==> config.mk <==
export PLATFORM = sky130hd
export DESIGN_NAME = tsr_core
export DESIGN_NICKNAME = d
export VERILOG_FILES = /design/src/tsr_pkg.sv /design/src/tsr_countdown.sv /design/src/tsr_core.sv
export VERILOG_INCLUDE_DIRS = /design/src
export SDC_FILE = /design/constraint.sdc
export NUM_CORES = 2
export LEC_CHECK = 0
export BUFFER_PORTS_ARGS = -buffer_cell sky130_fd_sc_hd__buf_2
export CAP_MARGIN = 10
export CELL_PAD_IN_SITES_DETAIL_PLACEMENT = 2
export CELL_PAD_IN_SITES_GLOBAL_PLACEMENT = 2
export CORE_MARGIN = 2
export CORE_UTILIZATION = 38
export DETAILED_ROUTE_END_ITERATION = 12
export PLACE_DENSITY = 0.82
export SETUP_SLACK_MARGIN = 0.4
export SLEW_MARGIN = 5
export SYNTH_ARGS = -nofsm -noshare
export SYNTH_HDL_FRONTEND = slang
export SYNTH_SLANG_ARGS = --single-unit
==> constraint.sdc <==
create_clock -name clk_sys -period 14.26 [get_ports clk_sys]
set_input_delay 2.852 -clock clk_sys [delete_from_list [all_inputs] [get_ports clk_sys]]
set_output_delay 2.852 -clock clk_sys [all_outputs]
set_load 0.01 [all_outputs]
==> src/tsr_map.svh <==
// register offsets, reset values, field positions and timing counts
`ifndef TSR_MAP_SVH
`define TSR_MAP_SVH
// ----------------------------------------
// byte addresses
// ----------------------------------------
`define TSR_A_HOLD 8'h13
`define TSR_A_SCTL 8'h14
`define TSR_A_SOPT 8'h15
`define TSR_A_GRP 8'h16
`define TSR_A_THR 8'h26
`define TSR_A_BL 8'h36
`define TSR_A_XOUT 8'h46
`define TSR_A_DOUT 8'h47
// ----------------------------------------
// reset values
// ----------------------------------------
`define TSR_R_HOLD 8'h19
`define TSR_R_SCTL 8'h05
`define TSR_R_SOPT 8'h04
`define TSR_R_GRP 2'h0
`define TSR_R_THR 8'h0A
`define TSR_R_BL 8'h04
`define TSR_R_XOUT 8'h00
`define TSR_R_DOUT 3'h0
// ----------------------------------------
// fields
// ----------------------------------------
`define TSR_F_SLIDER_HYSTERESIS 7:4
`define TSR_F_NKEY 3:0
`define TSR_F_RES 2:0
`define TSR_F_GRP 1:0
`define TSR_F_DOUT 4:2
`define TSR_RES_MAX 3'h6
`define TSR_REL_GAP 2
// ----------------------------------------
// timing
// ----------------------------------------
`define TSR_CLK_NS 100
`define TSR_TICK_MS 160
`define TSR_LP_MS 16
`define TSR_TICK_CYC (`TSR_TICK_MS * 1000000 / `TSR_CLK_NS)
`define TSR_LP_CYC (`TSR_LP_MS * 1000000 / `TSR_CLK_NS)
`endif

==> src/tsr_pkg.sv <==
// types shared by the touch setup register block
package tsr_pkg;
  typedef enum logic [2:0] {ST_SLEEP, ST_START, ST_HI, ST_LO, ST_EVAL} tsr_st_t;
  typedef enum logic [1:0] {DIR_NONE, DIR_UP, DIR_DN} tsr_dir_t;
  typedef struct packed {
    tsr_st_t st;
    logic [7:0] hold;
    logic [7:0] sctl;
    logic [7:0] sopt;
    logic [15:0][1:0] grp;
    logic [15:0][7:0] thr;
    logic [15:0][7:0] bl;
    logic [7:0] xo;
    logic [2:0] go;
    logic [15:0][15:0] ref_v;
    logic [15:0] cal;
    logic [15:0] det;
    logic [3:0] key;
    logic [9:0] pcnt;
    logic [17:0] lsub;
    logic [7:0] lunits;
    logic [20:0] tsub;
    logic [7:0] ipos;
    logic [7:0] spos;
    tsr_dir_t dir;
    logic on;
    logic [7:0] x;
    logic [1:0] y;
    logic [2:0] gd;
    logic [2:0] goe;
    logic [7:0] rdata;
  } tsr_core_t;
  typedef struct packed {
    logic [7:0] cnt;
  } tsr_cd_t;
endpackage : tsr_pkg

==> src/tsr_countdown.sv <==
// reloadable countdown in 0.16 s ticks, busy while nonzero
`timescale 1ns/1ps
module tsr_countdown (
  input wire logic clk_sys,
  input wire logic rst_b,
  input wire logic load,
  input wire logic [7:0] load_val,
  input wire logic tick,
  output logic busy
);
  import tsr_pkg::*;
  tsr_cd_t s_q, s_d;

  // load beats a tick in the same cycle so a fresh event gets the full interval
  always_comb begin
    s_d = s_q;
    if (load) begin
      s_d.cnt = load_val;
    end else if (tick && s_q.cnt != 8'h00) begin
      s_d.cnt = s_q.cnt - 8'h01;
    end
  end

  always_ff @(posedge clk_sys or negedge rst_b) begin
    if (!rst_b) begin
      s_q <= '0;
    end else begin
      s_q <= s_d;
    end
  end

  assign busy = s_q.cnt != 8'h00;
endmodule : tsr_countdown

==> src/tsr_core.sv <==
// touch setup registers with scan sequencer, detection, slider and output drive
`timescale 1ns/1ps
`include "tsr_map.svh"
module tsr_core #(
  parameter int TICK_CYC = `TSR_TICK_CYC,
  parameter int LP_CYC = `TSR_LP_CYC
) (
  input wire logic clk_sys,
  input wire logic rst_b,
  input wire logic [7:0] reg_addr,
  input wire logic [7:0] reg_wdata,
  input wire logic reg_wr,
  input wire logic reg_rd,
  output logic [7:0] reg_rdata,
  input wire logic [7:0] sleep_interval_setting,
  input wire logic [2:0] ded_dir,
  input wire logic [7:0] pwm_shared_en,
  input wire logic [2:0] pwm_ded_en,
  input wire logic pwm_level,
  input wire logic [15:0] key_signal,
  input wire logic [7:0] slider_raw_pos,
  output logic [7:0] drive_line,
  output logic [1:0] recv_en,
  output logic [2:0] ded_out,
  output logic [2:0] ded_oe,
  output logic [3:0] meas_key,
  output logic [15:0] key_detect,
  output logic [7:0] slider_pos,
  output logic slider_touch
);
  import tsr_pkg::*;

  tsr_core_t s_q, s_d;
  logic tick;
  logic hold_busy;
  logic awake_busy;
  logic hold_load;
  logic awake_load;
  logic adv;
  logic fin;
  logic blk;
  logic clash;
  logic [7:0] sl_mask;
  logic [7:0] tgt;
  logic [4:0] hys;
  logic [2:0] res;
  logic [3:0] k;
  logic [9:0] bl_x4;
  logic signed [17:0] dlt;
  logic signed [17:0] thr_s;
  // ----------------------------------------
  // register read mux
  // ----------------------------------------
  function automatic logic [7:0] rd_byte(input tsr_core_t s, input logic [7:0] a);
    logic [7:0] v;
    v = 8'h00;
    if (a == `TSR_A_HOLD) begin
      v = s.hold;
    end else if (a == `TSR_A_SCTL) begin
      v = s.sctl;
    end else if (a == `TSR_A_SOPT) begin
      v = s.sopt;
    end else if (a >= `TSR_A_GRP && a < `TSR_A_THR) begin
      v = {6'h00, s.grp[4'(a - `TSR_A_GRP)]};
    end else if (a >= `TSR_A_THR && a < `TSR_A_BL) begin
      v = s.thr[4'(a - `TSR_A_THR)];
    end else if (a >= `TSR_A_BL && a < `TSR_A_XOUT) begin
      v = s.bl[4'(a - `TSR_A_BL)];
    end else if (a == `TSR_A_XOUT) begin
      v = s.xo;
    end else if (a == `TSR_A_DOUT) begin
      v = {3'h0, s.go, 2'h0};
    end
    return v;
  endfunction : rd_byte
  // ----------------------------------------
  // interval timers
  // ----------------------------------------
  assign tick = s_q.tsub == 21'(TICK_CYC - 1);
  assign hold_load = |s_d.det;
  assign awake_load = s_d.det != s_q.det;

  // a written value of 0 would end the hold at once; the host avoids it
  tsr_countdown u_hold (
    .clk_sys(clk_sys),
    .rst_b(rst_b),
    .load(hold_load),
    .load_val(s_q.hold),
    .tick(tick),
    .busy(hold_busy)
  );

  tsr_countdown u_awake (
    .clk_sys(clk_sys),
    .rst_b(rst_b),
    .load(awake_load),
    .load_val(s_q.hold),
    .tick(tick),
    .busy(awake_busy)
  );
  // ----------------------------------------
  // per-key helpers
  // ----------------------------------------
  assign k = s_q.key;
  assign bl_x4 = {s_q.bl[k], 2'b00};
  assign dlt = $signed({2'b00, s_q.ref_v[k]}) - $signed({2'b00, key_signal});
  assign thr_s = $signed({10'h000, s_q.thr[k]});
  assign hys = {1'b0, s_q.sctl[`TSR_F_SLIDER_HYSTERESIS]} + 5'h01;
  assign res = (s_q.sopt[`TSR_F_RES] > `TSR_RES_MAX) ? `TSR_RES_MAX : s_q.sopt[`TSR_F_RES];

  always_comb begin
    sl_mask = 8'h00;
    blk = 1'b0;
    clash = 1'b0;
    for (int j = 0; j < 8; j++) begin
      sl_mask[j] = 4'(j) < s_q.sctl[`TSR_F_NKEY];
    end
    for (int j = 0; j < 16; j++) begin
      if (4'(j) != k && s_q.det[j] && s_q.grp[k] != 2'h0 && s_q.grp[j] == s_q.grp[k]
          && !(!k[3] && sl_mask[k[2:0]] && j < 8 && sl_mask[3'(j)])) begin
        blk = 1'b1;
      end
      for (int i = 0; i < j; i++) begin
        if (s_q.det[i] && s_q.det[j] && s_q.grp[i] != 2'h0 && s_q.grp[i] == s_q.grp[j]
            && !(j < 8 && sl_mask[3'(i)] && sl_mask[3'(j)])) begin
          clash = 1'b1;
        end
      end
    end
  end
  // ----------------------------------------
  // next state
  // ----------------------------------------
  always_comb begin
    s_d = s_q;
    adv = 1'b0;
    fin = 1'b0;
    tgt = awake_busy ? 8'h01 : sleep_interval_setting;
    s_d.tsub = tick ? 21'h000000 : s_q.tsub + 21'h000001;
    // register port; scan reads settings live, so a write lands at the next key visit
    if (reg_wr) begin
      if (reg_addr == `TSR_A_HOLD) begin
        s_d.hold = reg_wdata;
      end else if (reg_addr == `TSR_A_SCTL) begin
        s_d.sctl = reg_wdata;
      end else if (reg_addr == `TSR_A_SOPT) begin
        s_d.sopt = {5'h00, reg_wdata[`TSR_F_RES]};
      end else if (reg_addr >= `TSR_A_GRP && reg_addr < `TSR_A_THR) begin
        s_d.grp[4'(reg_addr - `TSR_A_GRP)] = reg_wdata[`TSR_F_GRP];
      end else if (reg_addr >= `TSR_A_THR && reg_addr < `TSR_A_BL) begin
        s_d.thr[4'(reg_addr - `TSR_A_THR)] = reg_wdata;
      end else if (reg_addr >= `TSR_A_BL && reg_addr < `TSR_A_XOUT) begin
        s_d.bl[4'(reg_addr - `TSR_A_BL)] = reg_wdata;
      end else if (reg_addr == `TSR_A_XOUT) begin
        s_d.xo = reg_wdata;
      end else if (reg_addr == `TSR_A_DOUT) begin
        s_d.go = reg_wdata[`TSR_F_DOUT];
      end
    end
    if (reg_rd) begin
      s_d.rdata = rd_byte(s_q, reg_addr);
    end
    unique case (s_q.st)
      ST_SLEEP: begin
        if (tgt == 8'h00) begin
          s_d.lsub = '0;
          s_d.lunits = '0;
        end else if (s_q.lsub == 18'(LP_CYC - 1)) begin
          s_d.lsub = '0;
          if (s_q.lunits + 8'h01 >= tgt) begin
            s_d.lunits = '0;
            s_d.key = '0;
            s_d.st = ST_START;
          end else begin
            s_d.lunits = s_q.lunits + 8'h01;
          end
        end else begin
          s_d.lsub = s_q.lsub + 18'h00001;
        end
      end
      ST_START: begin
        if (s_q.bl[k] == 8'h00) begin
          s_d.det[k] = 1'b0;
          adv = 1'b1;
        end else begin
          s_d.pcnt = bl_x4;
          s_d.st = ST_HI;
        end
      end
      ST_HI: begin
        s_d.st = ST_LO;
      end
      ST_LO: begin
        s_d.pcnt = s_q.pcnt - 10'h001;
        s_d.st = (s_q.pcnt == 10'h001) ? ST_EVAL : ST_HI;
      end
      ST_EVAL: begin
        adv = 1'b1;
        if (!s_q.cal[k]) begin
          s_d.ref_v[k] = key_signal;
          s_d.cal[k] = 1'b1;
        end else begin
          if (!s_q.det[k]) begin
            if (dlt >= thr_s && !blk) begin
              s_d.det[k] = 1'b1;
            end
          end else if (dlt + $signed(18'(`TSR_REL_GAP)) < thr_s) begin
            s_d.det[k] = 1'b0;
          end
          // reference follows signal only with no detection and no hold
          if (!s_d.det[k] && !hold_busy) begin
            if (key_signal > s_q.ref_v[k]) begin
              s_d.ref_v[k] = s_q.ref_v[k] + 16'h0001;
            end else if (key_signal < s_q.ref_v[k]) begin
              s_d.ref_v[k] = s_q.ref_v[k] - 16'h0001;
            end
          end
        end
      end
      default: begin
        s_d.st = ST_SLEEP;
      end
    endcase
    if (adv) begin
      if (k == 4'hF) begin
        fin = 1'b1;
        s_d.st = ST_SLEEP;
      end else begin
        s_d.key = k + 4'h1;
        s_d.st = ST_START;
      end
    end
    // slider, hysteresis on the 8-bit position then scaled down
    if (fin) begin
      if (!(|(s_d.det[7:0] & sl_mask))) begin
        s_d.on = 1'b0;
        s_d.dir = DIR_NONE;
      end else if (!s_q.on) begin
        s_d.on = 1'b1;
        s_d.ipos = slider_raw_pos;
        s_d.dir = DIR_NONE;
      end else if (slider_raw_pos > s_q.ipos) begin
        if (s_q.dir == DIR_UP || slider_raw_pos - s_q.ipos >= {3'h0, hys}) begin
          s_d.ipos = slider_raw_pos;
          s_d.dir = DIR_UP;
        end
      end else if (slider_raw_pos < s_q.ipos) begin
        if (s_q.dir == DIR_DN || s_q.ipos - slider_raw_pos >= {3'h0, hys}) begin
          s_d.ipos = slider_raw_pos;
          s_d.dir = DIR_DN;
        end
      end
      s_d.spos = s_d.ipos >> res;
    end
    // pins
    if (s_d.st == ST_HI) begin
      s_d.x = 8'h01 << s_d.key[2:0];
    end else if (s_d.st == ST_SLEEP) begin
      s_d.x = (s_q.xo & ~pwm_shared_en) | (pwm_shared_en & {8{pwm_level}});
    end else begin
      s_d.x = 8'h00;
    end
    s_d.y = (s_d.st == ST_HI || s_d.st == ST_LO) ? 2'b01 << s_d.key[3] : 2'b00;
    s_d.gd = ((s_q.go & ~pwm_ded_en) | (pwm_ded_en & {3{pwm_level}})) & ded_dir;
    s_d.goe = ded_dir;
  end

  always_ff @(posedge clk_sys or negedge rst_b) begin
    if (!rst_b) begin
      s_q <= '0;
      s_q.st <= ST_SLEEP;
      s_q.dir <= DIR_NONE;
      s_q.hold <= `TSR_R_HOLD;
      s_q.sctl <= `TSR_R_SCTL;
      s_q.sopt <= `TSR_R_SOPT;
      s_q.grp <= {16{`TSR_R_GRP}};
      s_q.thr <= {16{`TSR_R_THR}};
      s_q.bl <= {16{`TSR_R_BL}};
      s_q.xo <= `TSR_R_XOUT;
      s_q.go <= `TSR_R_DOUT;
    end else begin
      s_q <= s_d;
    end
  end

  assign reg_rdata = s_q.rdata;
  assign drive_line = s_q.x;
  assign recv_en = s_q.y;
  assign ded_out = s_q.gd;
  assign ded_oe = s_q.goe;
  assign meas_key = s_q.key;
  assign key_detect = s_q.det;
  assign slider_pos = s_q.spos;
  assign slider_touch = s_q.on;
endmodule : tsr_core

# --- Yosys cells after proc, flatten, opt, wreduce, memory -nomap -nowiden ---
# Index checks and enable logic that the tools add are counted.
# Widths: inputs -> output; s select.
word_totals:
  regBits: 729
  inputBits: 67
  out_inout_bits: 53
op_classes:
  add_sub_neg: 17
  magnitude_cmp: 33
  n_eq_ne: 55
  shifts: 3
  muxes: 121
  n_bitwise: 22
  reduce_logical: 106
ops:
  columns: ["operator", "count"]
  rows:
  - ["$mux 256", 4]
  - ["$bwmux 256", 3]
  - ["$bwmux 128", 2]
  - ["$mux 8", 29]
  - ["$mux 16", 9]
  - ["$bmux 8 s4", 4]
  - ["$logic_and 1x1->1", 68]
  - ["$bmux 16 s4", 1]
  - ["$demux 16 s4", 1]
  - ["$demux 8 s4", 2]
  - ["$bwmux 32", 1]
  - ["$eq 2x2->1", 16]
  - ["$ne 4x4->1 const A", 8]
  - ["$or 16x16->16", 2]
  - ["$pmux 16 s2", 1]
  - ["$mux 26", 1]
  - ["$mux 1", 25]
  - ["$and 8x8->8", 3]
  - ["$eq 8x5->1 const B", 3]
  - ["$mux 3", 8]
  - ["$mux 4", 6]
  - ["$add 21x1->21 const B", 1]
  - ["$eq 21x21->1 const B", 1]
  - ["$mux 21", 1]
  - ["89 further kinds", 157]

# --- Longest topological paths before layout ---
depth:
  ltp_word: 36
  ltp_mapped: 35
  depth_no_buf: 25

# --- By module ---
# A second synthesis with hierarchy kept.
hier_totals:
  cells_unflattened: 3544
  area_unflattened_um2: 42891.1
modules_own_cells:
  columns: ["module", "n_inst", "cells_each", "area_each_um2"]
  rows:
  - ["tsr_core", 1, 3416, 41757.5]
  - ["tsr_countdown", 2, 64, 566.8]

# --- Worst setup path before layout ---
# OpenSTA, ideal clock, no wires.
synth_path:
  kind: "register -> register"
  start: "register s_q (netlist bit meas_key[0])"
  end: "register u_hold.s_q[0] in the netlist's numbering"
  setup_ps: 125
  arrival_ps: 8798
  t_required_ps: 14135
  setup_slack_ps: 5337
  path_stages_with_launch: 32
  period_less_slack_ps: 8923
  path_cell_list: "dfrtp_1 > buf_2 > buf_2 > buf_2 > buf_2 > buf_2 > buf_4 > buf_2 > buf_2 > buf_2 > buf_2 > buf_1 > mux4_2 > mux4_2 > ha_1 > nand2b_1 > a21oi_1 > nor2b_1 > o21ai_0 > a21oi_1 > nor3_1 > o21ai_0 > o311a_1 > and2_4 > buf_6 > a21oi_2 > a21oi_1 > a22o_1 > or4_1 > or4_4 > nor3_4 > mux2_4"
synth_lines:
  columns: ["item", "line", "rtl"]
  rows:
  - ["start: declaration", "tsr_core.sv:33", "tsr_core_t s_q, s_d;"]
  - ["end signal: assignment", "tsr_countdown.sv:26", "s_q <= '0;"]
  - ["end signal: assignment", "tsr_countdown.sv:28", "s_q <= s_d;"]
  - ["end: declaration", "tsr_countdown.sv:12", "tsr_cd_t s_q, s_d;"]

# --- Worst setup path in the final report ---
layout_path:
  start: "register s_q (netlist bit meas_key[0])"
  end: "register s_q[304] in the netlist's numbering"
layout_via:
  elab_chain_cells: 34
layout_rtl:
  columns: ["item"]
  rows:
  - ["branches (longest 34 deep; another with $add 17x3->18)"]
# Several ways; the timed one is not identified. The select of a mux whose other input is x is not followed.
# A chain may end at the register's enable or synchronous reset.

==> metrics.csv <==
metric,value,unit
p_per_area,140,nW/um^2
cts_hold_buf,0,
drt.antenna.violating_nets,0,
finalHoldViolCount,0,
leakage,21.2,nW
grt_pass1_wl,255000,um
wl_per_cell,34.0,um
overflow,0,
period_share,68.4,%
setup.worst_path.class,reg -> reg,
grt.total_usage,30.0,%
slowest_delay,0.95,ns
r2r-start,meas_key[0],
hold_ws,0.457,ns
hpwl,104000,um
rsz0062_at_grt,false,
synth_cells,3482,
firstDrtPassIters,8,
avgSynthCellArea,12.1,sq um
clock.fmax,103,MHz
synth_edf_count,0,
path_buf_inv,4,
vias,32688,
power,0.00657,W
cp_slowest_cell,dfrtp_4,
clockRootBuffer,clkbuf_16,
critPathTopFamily,compound AO/OA/AOI/OAI gates,
ys.flop_type,dfrtp_1,
drv_slew,0,
vias_per_cell,6.50,
routed_wl,171000,um
synth_common_cells,"dfrtp_1 (675), mux2_2 (587), mux4_2 (270)",
cts_resized,0,
first_global_vias,35986,
worst_slew_pin_slew,1.33,ns
clock_skew,0.0580,ns
setup_tns,0,ns
dieArea,114000,sq um
cp.required,14.80,ns
place_inst,4874,
post_dp_cell_area,44000,sq um
r2r_setup_slack,4.51,ns
drc,0,
synth_top_area_share,40.0,%
cts.sinks,729,
tritoncts,built,
finalCriticalPeriod,9.75,ns
arrival,10.29,ns
relSlewSlack,11.4,%
fin_area,46800,sq um
die_y,337,um
layout.cells.non_filler,5029,
fp.dieW,337,um
post_cts_buffers,0,
cts_made_buffers,81,
area_delta_synth_final,10.8,%
syn_area,42200,sq um
cts_max_level,3,
peakVddDrop,0.0943,mV
drv_cap,0,
coreArea,110000,sq um
ys_ff_latch,729,
synth_area_leaders,"dfrtp_1 (40%), mux2_2 (16%), mux4_2 (14%), dfstp_2 (3.4%), ha_1 (2.4%)",
place_congestion,0.886,
endpoint_kind,flip-flop,
drive_gt1_share,36.2,%
synth_fp_nets,3633,
final_nets,3622,
crit_path_start_kind,flip-flop,
clkTransAtPathRegs,0.07,ns
critPathMaxFanout,33,
grt_antenna_before_repair,7,
ios,120,
num_rows,122,
yosys.cell_types.count,87,
yosysSeqAreaShare,43.4,%
hp-class,reg -> reg,
clk_latency,0.71,ns
initial_core_util,38.2,%
status,completed,
fill_cells,10907,
port_buffers,119,
startpoint,meas_key[0],
yosys.area.top_type,dfrtp_1,
synthArstFlopShare,100,%
setup_violations,0,
ys_warn_count,0,
min_from,s_q[121],
cts_buffer_depth,3,
grt_max_degree,176,
yosysMostFrequentCell,dfrtp_1,
drtIter0Drc,3121,
## worst reg2reg max path: cells and delay by family (launching register included)
family                   cells  cell delay [ns]
multiplexers                 3             1.70
XOR/XNOR                     2             0.57
flip-flops                   1             0.95
buffers and inverters        4             1.49
AO/OA/AOI/OAI                9             2.96
AND/OR/NAND/NOR              7             1.13
adder cells (fa/ha/maj)      3             0.80
## power by group
group | switching (W) | total (W) | internal, W
Sequential | 0.000208 | 0.00243 | 0.00223
Clock | 0.000996 | 0.00228 | 0.00129
Combinational | 0.00115 | 0.00185 | 0.000699
Total | 0.00235 | 0.00657 | 0.00421
## final timing paths
kind | end | depth (start not counted)
min reg2reg | s_q[121] | 1
max reg2reg | s_q[304] | 28
min in group asynchronous | s_q[82] | 1
min | s_q[121] | 1
max | s_q[304] | 28
max in group asynchronous | s_q[193] | 3
## layout make-up
| cell class | instances | area (sq um) | share of cell area, % |
|---|---|---|---|
| clock buffers | 117 | 2320 | 4.97 |
| diodes | 4 | 10.0 | 0.0214 |
| inverters | 93 | 350 | 0.749 |
| well taps | 1488 | 1860 | 3.98 |
| multi-input cells | 2387 | 22400 | 47.8 |
| flip-flops and latches | 729 | 18300 | 39.2 |
| repair buffers | 179 | 1110 | 2.37 |
| clock inverters | 32 | 419 | 0.896 |
## stage by stage
stage / setup WS, ns / util (%)
after floorplan: 5.34 / -
after global placement: 4.74 / 39.8
after detailed placement: 4.66 / 39.8
after CTS: 4.62 / 42.3
after global routing: 3.92 / 42.4
final: 4.51 / 42.4
## cells in the final DEF, fill, tap and decap left out, drive strengths merged, types with 28 or more instances in the layout
master and count:
nand2 214, ha 81, mux2 596, o22ai 32, nand3 77, nand2b 28, o21ai 125, xnor2 67
a21oi 140, clkbuf 117, buf 179, inv 97, xor2 46, nor3 57, nor2 190, and3 40
dfstp 54, a21o 31, mux4 270, mux2i 30, dfrtp 675
## logic make-up (layout without fill, tap and decap cells)
group	Yosys count	count (layout)	synth area share (%)
simple gates	780	780	9.02
compound gates	514	514	7.73
other cells	0	4	0
flops	729	729	43.4
fa+ha+maj	84	84	2.54
mux	896	896	31.1
buf+inv	366	421	3.89
xor+xnor	113	113	2.34
## sequential cells by signal (all words and copies together), names as in the netlist, 4 cells and up
signal       count
u_awake.s_q      8
s_q            660
meas_key         4
slider_pos       8
reg_rdata        8
u_hold.s_q       8
key_detect      16
drive_line       8
## per-layer routing
layer	GRT usage [%]	part of all wire, %
met1	37.6	39
met2	48.9	48
met3	6.57	7.1
met4	14.9	5.5
met5	0	0.033
Note: power is estimated with default switching activity, not from simulation.
